[src/hw/dpu_map.svh]
// dpu_map.svh: offsets, field positions, reset values and constants of the dual data pointer unit
// assumes: included by the design files and the bench by its bare name
`ifndef DPU_MAP_SVH
`define DPU_MAP_SVH

// ****************************************************************
// special function register addresses
// ****************************************************************
`define DPU_SFR_SEL_LOW      8'h82
`define DPU_SFR_SEL_HIGH     8'h83
`define DPU_SFR_CONFIG       8'hA1
`define DPU_SFR_AUX_ONE      8'hA2
`define DPU_SFR_ALT_LOW      8'hD4
`define DPU_SFR_ALT_HIGH     8'hD5

// ****************************************************************
// auxiliary_control_one fields
// ****************************************************************
`define DPU_AUX_SELECT_BIT   0
`define DPU_AUX_ZERO_BIT     2
`define DPU_AUX_FLAG3_BIT    3
`define DPU_AUX_EXTENDED_STACK_ENABLE_BIT     4
`define DPU_AUX_BOOT_BIT     5

// ****************************************************************
// pointer_config fields
// ****************************************************************
`define DPU_CFG_DEC0_BIT     4
`define DPU_CFG_DEC1_BIT     5
`define DPU_CFG_UPD0_BIT     6
`define DPU_CFG_UPD1_BIT     7
`define DPU_CFG_FIELD_LSB    4
`define DPU_CFG_RESET        4'h0

// ****************************************************************
// reset values and constants
// ****************************************************************
`define DPU_PTR_RESET        16'h0000
`define DPU_SFR_IDLE         8'h00
`define DPU_PREFIX_OPCODE    8'hA5
`define DPU_BOOT_BASE        16'hF800
`define DPU_STACK_INT_LIMIT  12'h100
`define DPU_STACK_EXT_LIMIT  12'h800
`define DPU_PTR_STEP         16'h0001

`endif

[src/hw/dpu_pkg.sv]
// dpu_pkg.sv: types shared by the dual data pointer unit
// assumes: the map header supplies every number
package dpu_pkg;

   // pointer operations issued by the instruction decoder
   typedef enum logic [2:0] {
      DPU_OP_NONE,
      DPU_OP_LOAD_IMM,
      DPU_OP_INC,
      DPU_OP_EXTERNAL_DATA_MOVE,
      DPU_OP_CODE_MEMORY_MOVE,
      DPU_OP_JMP
   } dpu_op_t;

   // prefix tracking
   typedef enum logic {
      DPU_PFX_IDLE,
      DPU_PFX_ARMED
   } dpu_pfx_state_t;

   // special function register access
   typedef struct packed {
      logic       rd;
      logic       wr;
      logic [7:0] addr;
      logic [7:0] wdata;
   } dpu_sfr_req_t;

   // pointer command from the decoder
   typedef struct packed {
      logic       valid;
      dpu_op_t    op;
      logic [15:0] imm;
   } dpu_cmd_t;

endpackage

[src/hw/dpu_dual_pointer.sv]
// dpu_dual_pointer.sv: dual 16-bit data pointer unit with its control registers
// assumes: cpu decoder issues pointer commands and sfr accesses on clk_i; boot strap is a pin
`timescale 1ns/100ps
`include "dpu_map.svh"

// Functional notes
// - two independent 16-bit pointers, zero and one, address code or data
// - select 0: normal is pointer zero, alternate pointer one; select 1: swapped
// - selected pointer read and written as low/high bytes at 82H and 83H
// - unselected pointer read and written as low/high bytes at D4H and D5H
// - changing select swaps register pair mapping, stored values unchanged
// - auxiliary bit 2 always reads zero so incrementing toggles select
// - prefix A5H inverts select for one instruction, including immediate load
// - indirect jump via pointer plus accumulator ignores the prefix
// - decrement bit turns pointer increment into decrement, normal or prefixed
// - update bit adjusts pointer by one after external data or code moves
// - automatic adjust direction follows that pointer's decrement bit
// - boot map bit 1 overlays boot rom on F800H-FFFFH, else program memory
// - boot map bit resets from the bootloader jump strap
// - extended stack bit moves stack from 256-byte internal to 2K expanded
// - user flag three is plain read/write storage
// - auxiliary register at A2H, not bit addressable, defined bits reset zero except the boot map bit
// - update/decrement bits in config register A1H bits 7:4, reset zero
// - update set: decrement 0 post-increments, 1 post-decrements; clear: none
module dpu_dual_pointer
   import dpu_pkg::*;
(
   // clock and reset
   input  wire logic         clk_i,
   input  wire logic         reset_n_i,
   // sfr access
   input  wire dpu_sfr_req_t sfr_req_i,
   output logic       [7:0]  sfr_rdata_o,
   output logic              sfr_hit_o,
   // opcode fetch and pointer commands
   input  wire logic         fetch_valid_i,
   input  wire logic   [7:0] fetch_opcode_i,
   input  wire dpu_cmd_t     cmd_i,
   output logic      [15:0]  ptr_addr_o,
   // program memory map
   input  wire logic  [15:0] prog_addr_i,
   output logic              boot_rom_select_o,
   // strap and mode outputs
   input  wire logic         boot_jump_cfg_i,
   output logic              pointer_select_o,
   output logic              boot_rom_map_enable_o,
   output logic              extended_stack_enable_o,
   output logic      [11:0]  stack_limit_o
);

   // ****************************************************************
   // decode helpers
   // ****************************************************************
   // physical pointer index from select and alternate flag
   function automatic logic phys_index(input logic sel, input logic alt);
      return sel ^ alt;
   endfunction

   // true for the alternate register pair
   function automatic logic is_alt_pair(input logic [7:0] addr);
      return (addr == `DPU_SFR_ALT_LOW) || (addr == `DPU_SFR_ALT_HIGH);
   endfunction

   // true for any pointer byte address
   function automatic logic is_ptr_sfr(input logic [7:0] addr);
      return (addr == `DPU_SFR_SEL_LOW) || (addr == `DPU_SFR_SEL_HIGH) || is_alt_pair(addr);
   endfunction

   // true for a low byte address
   function automatic logic is_low_byte(input logic [7:0] addr);
      return (addr == `DPU_SFR_SEL_LOW) || (addr == `DPU_SFR_ALT_LOW);
   endfunction

   // ****************************************************************
   // reset release and strap capture
   // ****************************************************************
   logic [1:0]     rst_sync;
   logic           rst_n;
   logic [1:0]     strap_sync;
   logic           strap_done;

   always_ff @(posedge clk_i or negedge reset_n_i) begin
      if (!reset_n_i) begin
         rst_sync <= 2'b00;
      end else begin
         rst_sync <= {rst_sync[0], 1'b1};
      end
   end
   assign rst_n = rst_sync[1];

   // strap sampled without reset so it is settled at release
   always_ff @(posedge clk_i) begin
      strap_sync <= {strap_sync[0], boot_jump_cfg_i};
   end

   always_ff @(posedge clk_i or negedge rst_n) begin
      if (!rst_n) begin
         strap_done <= 1'b0;
      end else begin
         strap_done <= 1'b1;
      end
   end

   // ****************************************************************
   // control registers
   // ****************************************************************
   logic           pointer_select;
   logic           user_flag_three;
   logic           extended_stack_enable;
   logic           boot_rom_map_enable;
   logic [3:0]     pointer_config;
   logic           aux_wr;
   logic           cfg_wr;

   assign aux_wr = sfr_req_i.wr && (sfr_req_i.addr == `DPU_SFR_AUX_ONE);
   assign cfg_wr = sfr_req_i.wr && (sfr_req_i.addr == `DPU_SFR_CONFIG);

   always_ff @(posedge clk_i or negedge rst_n) begin
      if (!rst_n) begin
         pointer_select <= 1'b0;
      end else if (aux_wr) begin
         pointer_select <= sfr_req_i.wdata[`DPU_AUX_SELECT_BIT];
      end
   end

   always_ff @(posedge clk_i or negedge rst_n) begin
      if (!rst_n) begin
         user_flag_three <= 1'b0;
         extended_stack_enable <= 1'b0;
      end else if (aux_wr) begin
         user_flag_three <= sfr_req_i.wdata[`DPU_AUX_FLAG3_BIT];
         extended_stack_enable <= sfr_req_i.wdata[`DPU_AUX_EXTENDED_STACK_ENABLE_BIT];
      end
   end

   // first edge after release loads the strap; a boot bit write in that cycle is lost
   always_ff @(posedge clk_i or negedge rst_n) begin
      if (!rst_n) begin
         boot_rom_map_enable <= 1'b0;
      end else if (!strap_done) begin
         boot_rom_map_enable <= strap_sync[1];
      end else if (aux_wr) begin
         boot_rom_map_enable <= sfr_req_i.wdata[`DPU_AUX_BOOT_BIT];
      end
   end

   always_ff @(posedge clk_i or negedge rst_n) begin
      if (!rst_n) begin
         pointer_config <= `DPU_CFG_RESET;
      end else if (cfg_wr) begin
         pointer_config <= sfr_req_i.wdata[7:`DPU_CFG_FIELD_LSB];
      end
   end

   // per pointer mode bits, index is the physical pointer
   logic [1:0]     ptr_dec;
   logic [1:0]     ptr_upd;
   assign ptr_dec = {pointer_config[`DPU_CFG_DEC1_BIT - `DPU_CFG_FIELD_LSB],
                     pointer_config[`DPU_CFG_DEC0_BIT - `DPU_CFG_FIELD_LSB]};
   assign ptr_upd = {pointer_config[`DPU_CFG_UPD1_BIT - `DPU_CFG_FIELD_LSB],
                     pointer_config[`DPU_CFG_UPD0_BIT - `DPU_CFG_FIELD_LSB]};

   // ****************************************************************
   // prefix tracking
   // ****************************************************************
   dpu_pfx_state_t pfx_state;
   logic           use_alt;
   logic           op_index;

   always_ff @(posedge clk_i or negedge rst_n) begin
      if (!rst_n) begin
         pfx_state <= DPU_PFX_IDLE;
      end else begin
         unique case (pfx_state)
            DPU_PFX_IDLE: begin
               if (fetch_valid_i && (fetch_opcode_i == `DPU_PREFIX_OPCODE)) begin
                  pfx_state <= DPU_PFX_ARMED;
               end
            end
            DPU_PFX_ARMED: begin
               if (cmd_i.valid) begin
                  pfx_state <= DPU_PFX_IDLE;
               end
            end
         endcase
      end
   end

   // jump keeps the selected pointer even when prefixed
   assign use_alt  = (pfx_state == DPU_PFX_ARMED) && (cmd_i.op != DPU_OP_JMP);
   assign op_index = phys_index(pointer_select, use_alt);

   // ****************************************************************
   // pointers
   // ****************************************************************
   logic [15:0]    ptr_q    [2];
   logic [15:0]    stepped  [2];
   logic [15:0]    next_ptr [2];
   logic           sfr_ptr_wr;
   logic           sfr_index;

   assign sfr_ptr_wr = sfr_req_i.wr && is_ptr_sfr(sfr_req_i.addr);
   assign sfr_index  = phys_index(pointer_select, is_alt_pair(sfr_req_i.addr));

   generate
      for (genvar gi = 0; gi < 2; gi++) begin : g_ptr
         dpu_ptr_step u_step (
            .value_i     (ptr_q[gi]),
            .decrement_i (ptr_dec[gi]),
            .value_o     (stepped[gi])
         );

         // sfr byte write wins over an instruction update of the same byte
         always_comb begin
            next_ptr[gi] = ptr_q[gi];
            if (cmd_i.valid && (op_index == 1'(gi))) begin
               unique case (cmd_i.op)
                  DPU_OP_LOAD_IMM: next_ptr[gi] = cmd_i.imm;
                  DPU_OP_INC:      next_ptr[gi] = stepped[gi];
                  DPU_OP_EXTERNAL_DATA_MOVE,
                  DPU_OP_CODE_MEMORY_MOVE: begin
                     if (ptr_upd[gi]) begin
                        next_ptr[gi] = stepped[gi];
                     end
                  end
                  default:         next_ptr[gi] = ptr_q[gi];                // none, jump and unused codes hold
               endcase
            end
            if (sfr_ptr_wr && (sfr_index == 1'(gi))) begin
               if (is_low_byte(sfr_req_i.addr)) begin
                  next_ptr[gi][7:0] = sfr_req_i.wdata;
               end else begin
                  next_ptr[gi][15:8] = sfr_req_i.wdata;
               end
            end
         end

         always_ff @(posedge clk_i or negedge rst_n) begin
            if (!rst_n) begin
               ptr_q[gi] <= `DPU_PTR_RESET;
            end else begin
               ptr_q[gi] <= next_ptr[gi];
            end
         end
      end
   endgenerate

   // address for the current command, combinational from the pointer flops
   assign ptr_addr_o = ptr_q[op_index];

   // ****************************************************************
   // sfr read port
   // ****************************************************************
   logic [7:0]     rd_value;
   logic           rd_hit;
   logic [15:0]    rd_ptr;

   assign rd_ptr = ptr_q[sfr_index];

   always_comb begin
      rd_value = `DPU_SFR_IDLE;
      rd_hit   = 1'b1;
      if (is_ptr_sfr(sfr_req_i.addr)) begin
         rd_value = is_low_byte(sfr_req_i.addr) ? rd_ptr[7:0] : rd_ptr[15:8];
      end else if (sfr_req_i.addr == `DPU_SFR_AUX_ONE) begin
         rd_value[`DPU_AUX_SELECT_BIT] = pointer_select;
         rd_value[`DPU_AUX_ZERO_BIT]   = 1'b0;
         rd_value[`DPU_AUX_FLAG3_BIT]  = user_flag_three;
         rd_value[`DPU_AUX_EXTENDED_STACK_ENABLE_BIT]   = extended_stack_enable;
         rd_value[`DPU_AUX_BOOT_BIT]   = boot_rom_map_enable;
      end else if (sfr_req_i.addr == `DPU_SFR_CONFIG) begin
         rd_value[7:`DPU_CFG_FIELD_LSB] = pointer_config;
      end else begin
         rd_hit = 1'b0;
      end
   end

   assign sfr_hit_o = (sfr_req_i.rd || sfr_req_i.wr) && rd_hit;

   // unmapped reads return zero
   always_ff @(posedge clk_i or negedge rst_n) begin
      if (!rst_n) begin
         sfr_rdata_o <= `DPU_SFR_IDLE;
      end else if (sfr_req_i.rd) begin
         sfr_rdata_o <= rd_value;
      end
   end

   // ****************************************************************
   // mode outputs
   // ****************************************************************
   assign boot_rom_select_o = boot_rom_map_enable && (prog_addr_i >= `DPU_BOOT_BASE);
   assign pointer_select_o        = pointer_select;
   assign boot_rom_map_enable_o   = boot_rom_map_enable;
   assign extended_stack_enable_o = extended_stack_enable;
   assign stack_limit_o = extended_stack_enable ? `DPU_STACK_EXT_LIMIT : `DPU_STACK_INT_LIMIT;
endmodule

[src/hw/dpu_ptr_step.sv]
// dpu_ptr_step.sv: one-step increment or decrement of a 16-bit pointer
// assumes: purely combinational, used once per pointer
`timescale 1ns/100ps
`include "dpu_map.svh"

module dpu_ptr_step
   import dpu_pkg::*;
(
   // operand
   input  wire logic [15:0] value_i,
   input  wire logic        decrement_i,
   // result
   output logic      [15:0] value_o
);

   // wraps modulo 65536, no flags touched
   assign value_o = decrement_i ? (value_i - `DPU_PTR_STEP) : (value_i + `DPU_PTR_STEP);

endmodule

[config.mk]
export PLATFORM = sky130hd
export DESIGN_NAME = dpu_dual_pointer
export DESIGN_NICKNAME = d
export VERILOG_FILES = /design/src/hw/dpu_pkg.sv /design/src/hw/dpu_dual_pointer.sv /design/src/hw/dpu_ptr_step.sv
export VERILOG_INCLUDE_DIRS = /design/src /design/src/hw
export SDC_FILE = /design/constraint.sdc
export NUM_CORES = 1
export LEC_CHECK = 0
export BUFFER_PORTS_ARGS = -buffer_cell sky130_fd_sc_hd__buf_2
export CAP_MARGIN = 20
export CORE_AREA = 2 2 120 122
export DETAILED_ROUTE_END_ITERATION = 10
export DIE_AREA = 0 0 122 124
export PLACE_DENSITY_LB_ADDON = 0.05
export SETUP_SLACK_MARGIN = 0.15
export SLEW_MARGIN = 20
export SYNTH_ARGS = -nofsm -noshare
export SYNTH_HDL_FRONTEND = slang
export SYNTH_SLANG_ARGS = --single-unit
[constraint.sdc]
create_clock -name clk_i -period 2.7 [get_ports clk_i]
set_clock_uncertainty 0.15 [all_clocks]
set_input_delay 0.405 -clock clk_i [delete_from_list [all_inputs] [get_ports clk_i]]
set_output_delay 0.405 -clock clk_i [all_outputs]
set_load 0.05 [all_outputs]
==> impl_metrics.py <==
metrics = {
    "status": {
        "status": "finished clean",
    },
    "yosys": {
        "syn_avg_cell_area_um2": 8.647,
        "synth_commonest_cells": "nand2_1, dfrtp_1, nor2_1",
        "synth_seq_cells": 54,
        "syn_area_um2": 4756,
        "synth_most_common_cell": "nand2_1",
        "synth_edf_count": 0,
        "yosysWarnings": 0,
        "synthCells": 550,
        "ys_top_cells_by_area": "dfrtp_1, ha_1, mux2_2",
        "ys_seq_area_frac": 0.2820,
        "yosysTopAreaCellShare": 0.2736,
        "yosysTopAreaCell": "dfrtp_1",
        "synth_ff_type": "dfrtp_1",
        "synth_cell_type_count": 64,
        "async_flop_share": 0.9630,
    },
    "place": {
        "dp.final_hpwl_mm": 13.39,
        "io_buffers": 85,
        "place_area_um2": 5568,
        "gp_congestion": 0.8603,
    },
    "route": {
        "wl_per_cell_um": 20.77,
        "drc": 0,
        "routed_wl_mm": 17.63,
        "vias": 4786,
        "drtIter0Drc": 352,
        "drtPass1Iterations": 5,
        "post_drt_via_cell_ratio": 5.637,
        "ant_nets": 0,
    },
    "layout": {
        "fillers": 1375,
        "final_nets": 764,
        "diodes": 0,
        "post_route_cells_drive_above_1_share": 0.3393,
        "area_growth_pct": 30.75,
        "finalInstanceArea_um2": 6218,
    },
    "clocking": {
        "htreeDepth": 2,
        "clk_latency_ns": 0.30,
        "cts.root.buffer_cell": "clkbuf_16",
        "numCtsBuffers": 5,
        "clk_pin_slew_ns": 0.07,
        "cts_sinks": 54,
        "cts_tree": "done",
        "cts_buffer_depth": 2,
    },
    "setup_path": {
        "critPathRequiredTime_ns": 2.71,
        "reg2regPathDepth": 12,
        "critPathKind": "reg2reg",
        "r2r_end": "ptr_q[12]",
        "worstPathArrival_ns": 2.62,
        "cp_max_fo": 5,
        "crit_path_end_kind": "register",
        "rr_startpoint": "pointer_config[1]",
        "start_kind": "register",
        "r2r_slack_ns": 0.1,
    },
    "hold_path": {
        "worstHoldPathCells": 1,
        "hold_path_end": "strap_sync[0]",
        "hold_start": "boot_jump_cfg_i",
        "holdCritPathClass": "in2reg",
    },
    "global_routing": {
        "grt_pass1_vias": 4484,
        "grt_start_max_net_pins": 29,
        "antenna_found_initial": 0,
        "grt-ovfl-total": 0,
        "grtUsageTotal": 0.2312,
        "grt_pass1_wl_mm": 26.13,
    },
    "sta": {
        "worst_pin_slew_ns": 0.9139,
        "period_share": 0.9640,
        "grt_setup_unrepaired": "yes",
        "max_slew_margin": 0.3907,
        "maxSlewViolCount": 0,
        "period_minus_slack_ns": 2.603,
        "fmax_ghz": 0.3842,
        "setup_viol": 0,
        "finalHoldViolCount": 0,
    },
    "floorplan": {
        "floorplan.initialDensity": 0.3466,
        "chipHeight_um": 124,
        "ioPinCount": 107,
        "rows": 43,
        "core_um2": 13720,
        "dieArea_um2": 15130,
        "die_width_um": 122,
    },
    "flow_run": {
        "drv_cap": 0,
    },
    "power": {
        "p_per_area_nw_per_um2": 483.8,
        "peakVddDrop_mv": 0.2387,
        "p_leak_nw": 2.766,
        "power_mw": 3.009,
    },
}
==> cells by family after synthesis <==
logic type / Yosys count / share of synthesized area
adder cells (fa/ha/maj): 30 / 0.08208
AND/OR/NAND/NOR: 165 / 0.1684
flip-flops: 54 / 0.2820
XOR/XNOR: 29 / 0.05499
other: 2 / 0.001579
buffers and inverters: 45 / 0.04578
multiplexers: 41 / 0.1081
AO/OA/AOI/OAI: 184 / 0.2570
==> through the flow <==
stage	util	hold WS [ns]	setup TNS [ns]	setup slack, ns	instances
4_1_cts	0.4329	0.04570	0	0.03972	845
5_1_grt	0.4533	0.04699	-0.02492	-0.01356	849
6_report	0.4533	0.05233	0	0.09711	849
2_1_floorplan	-	-0.04059	0	0.1824	560
3_5_place_dp	0.4058	0.04192	-0.07612	-0.05666	827
3_3_place_gp	0.4058	0.03984	-0.01180	-0.01180	827
==> state kept, by name, indices dropped and copies added (netlist names) <==
signal / count
user_flag_three: 1
strap_sync: 2
extended_stack_enable_o: 1
pointer_config: 4
sfr_rdata_o: 8
pfx_state: 1
rst_sync: 2
strap_done: 1
boot_rom_map_enable_o: 1
ptr_q: 32
pointer_select_o: 1
==> cell type report <==
type	count	area, µm²	share of cell area
timing repair buffer	131	833.3	0.1340
tap	180	225.2	0.03622
sequential	54	1346	0.2165
multi-input combinational	461	3607	0.5801
inverter	15	58.81	0.009457
clock inverter	1	5.005	0.0008048
clock buffer	7	142.6	0.02294
==> placed cells by master, fill, tap and decap left out, types with 4 or more instances in the layout <==
| master | Yosys | layout |
|---|---|---|
| nand2b_1 | 7 | 7 |
| xor2_1 | 13 | 12 |
| buf_6 | 0 | 6 |
| buf_2 | 6 | 85 |
| o21a_1 | 9 | 9 |
| dfrtp_2 | 0 | 4 |
| o22ai_1 | 4 | 4 |
| mux4_2 | 6 | 6 |
| nor2_1 | 49 | 49 |
| mux2i_1 | 12 | 11 |
| clkbuf_16 | 0 | 5 |
| a22oi_1 | 17 | 17 |
| and3_1 | 8 | 7 |
| ha_1 | 28 | 12 |
| nand3_1 | 6 | 6 |
| inv_1 | 15 | 13 |
| a21oi_1 | 40 | 31 |
| nand2_1 | 55 | 54 |
| nor3_1 | 5 | 5 |
| ha_4 | 0 | 14 |
| conb_1 | 2 | 12 |
| o21ai_1 | 4 | 6 |
| o31ai_1 | 6 | 5 |
| xnor2_1 | 15 | 14 |
| mux2_2 | 23 | 23 |
| nor2b_1 | 13 | 11 |
| dfrtp_1 | 52 | 48 |
| a21oi_2 | 0 | 8 |
| o21ai_2 | 2 | 4 |
| a21o_1 | 8 | 8 |
| o21ai_0 | 45 | 41 |
| a31oi_1 | 10 | 8 |
| a221oi_1 | 10 | 8 |
| a32oi_1 | 8 | 8 |
| buf_4 | 11 | 36 |
==> report_power, final <==
group | switching [mW] | internal [mW] | leakage (nW) | total, mW
sequential | 0.171 | 0.905 | 0.696 | 1.08
combinational | 0.740 | 0.510 | 2.00 | 1.25
clock | 0.313 | 0.370 | 0.0739 | 0.682
total | 1.22 | 1.78 | 2.77 | 3.01
==> metal layers <==
layer,vias to the layer above,wire length [µm],GRT usage
met5,-,0,0
li1,2256,-,-
met1,2348,8125,0.3238
met2,156,8279,0.3788
met4,0,314,0.05101
met3,26,913,0.03388
==> worst max-delay path: stages, from the launching register on <==
cell and delay [ns]:
dfrtp_2 0.40, buf_6 0.14, inv_4 0.04, fa_2 0.40, nor2b_4 0.11, o21a_1 0.15, o21ai_2 0.08, a311oi_2 0.25
buf_4 0.19, buf_6 0.12, a21oi_4 0.06, o31ai_4 0.26, a31oi_1 0.12
==> what timing repair did <==
item,4_1_cts,5_1_grt
endpoints found under the hold margin,2,0
hold buffers,1,0
endpoints found under the setup margin,11,15
pin swaps,18,26
buffers inserted,9,4
resized for setup,23,43
==> worst max path at each step <==
stage	from	endpoint	slack, ns	depth (start not counted)
2_1_floorplan	pointer_config[1]	ptr_q[14]	0.18	10
3_3_place_gp	pointer_config[1]	ptr_q[14]	-0.01	10
3_5_place_dp	pointer_config[1]	ptr_q[14]	-0.06	10
4_1_cts	pointer_config[1]	ptr_q[14]	0.04	11
5_1_grt	ptr_q[16]	ptr_q[30]	-0.01	10
6_report	pointer_config[1]	ptr_q[12]	0.1	12
Power figures use the tool's default switching activity.
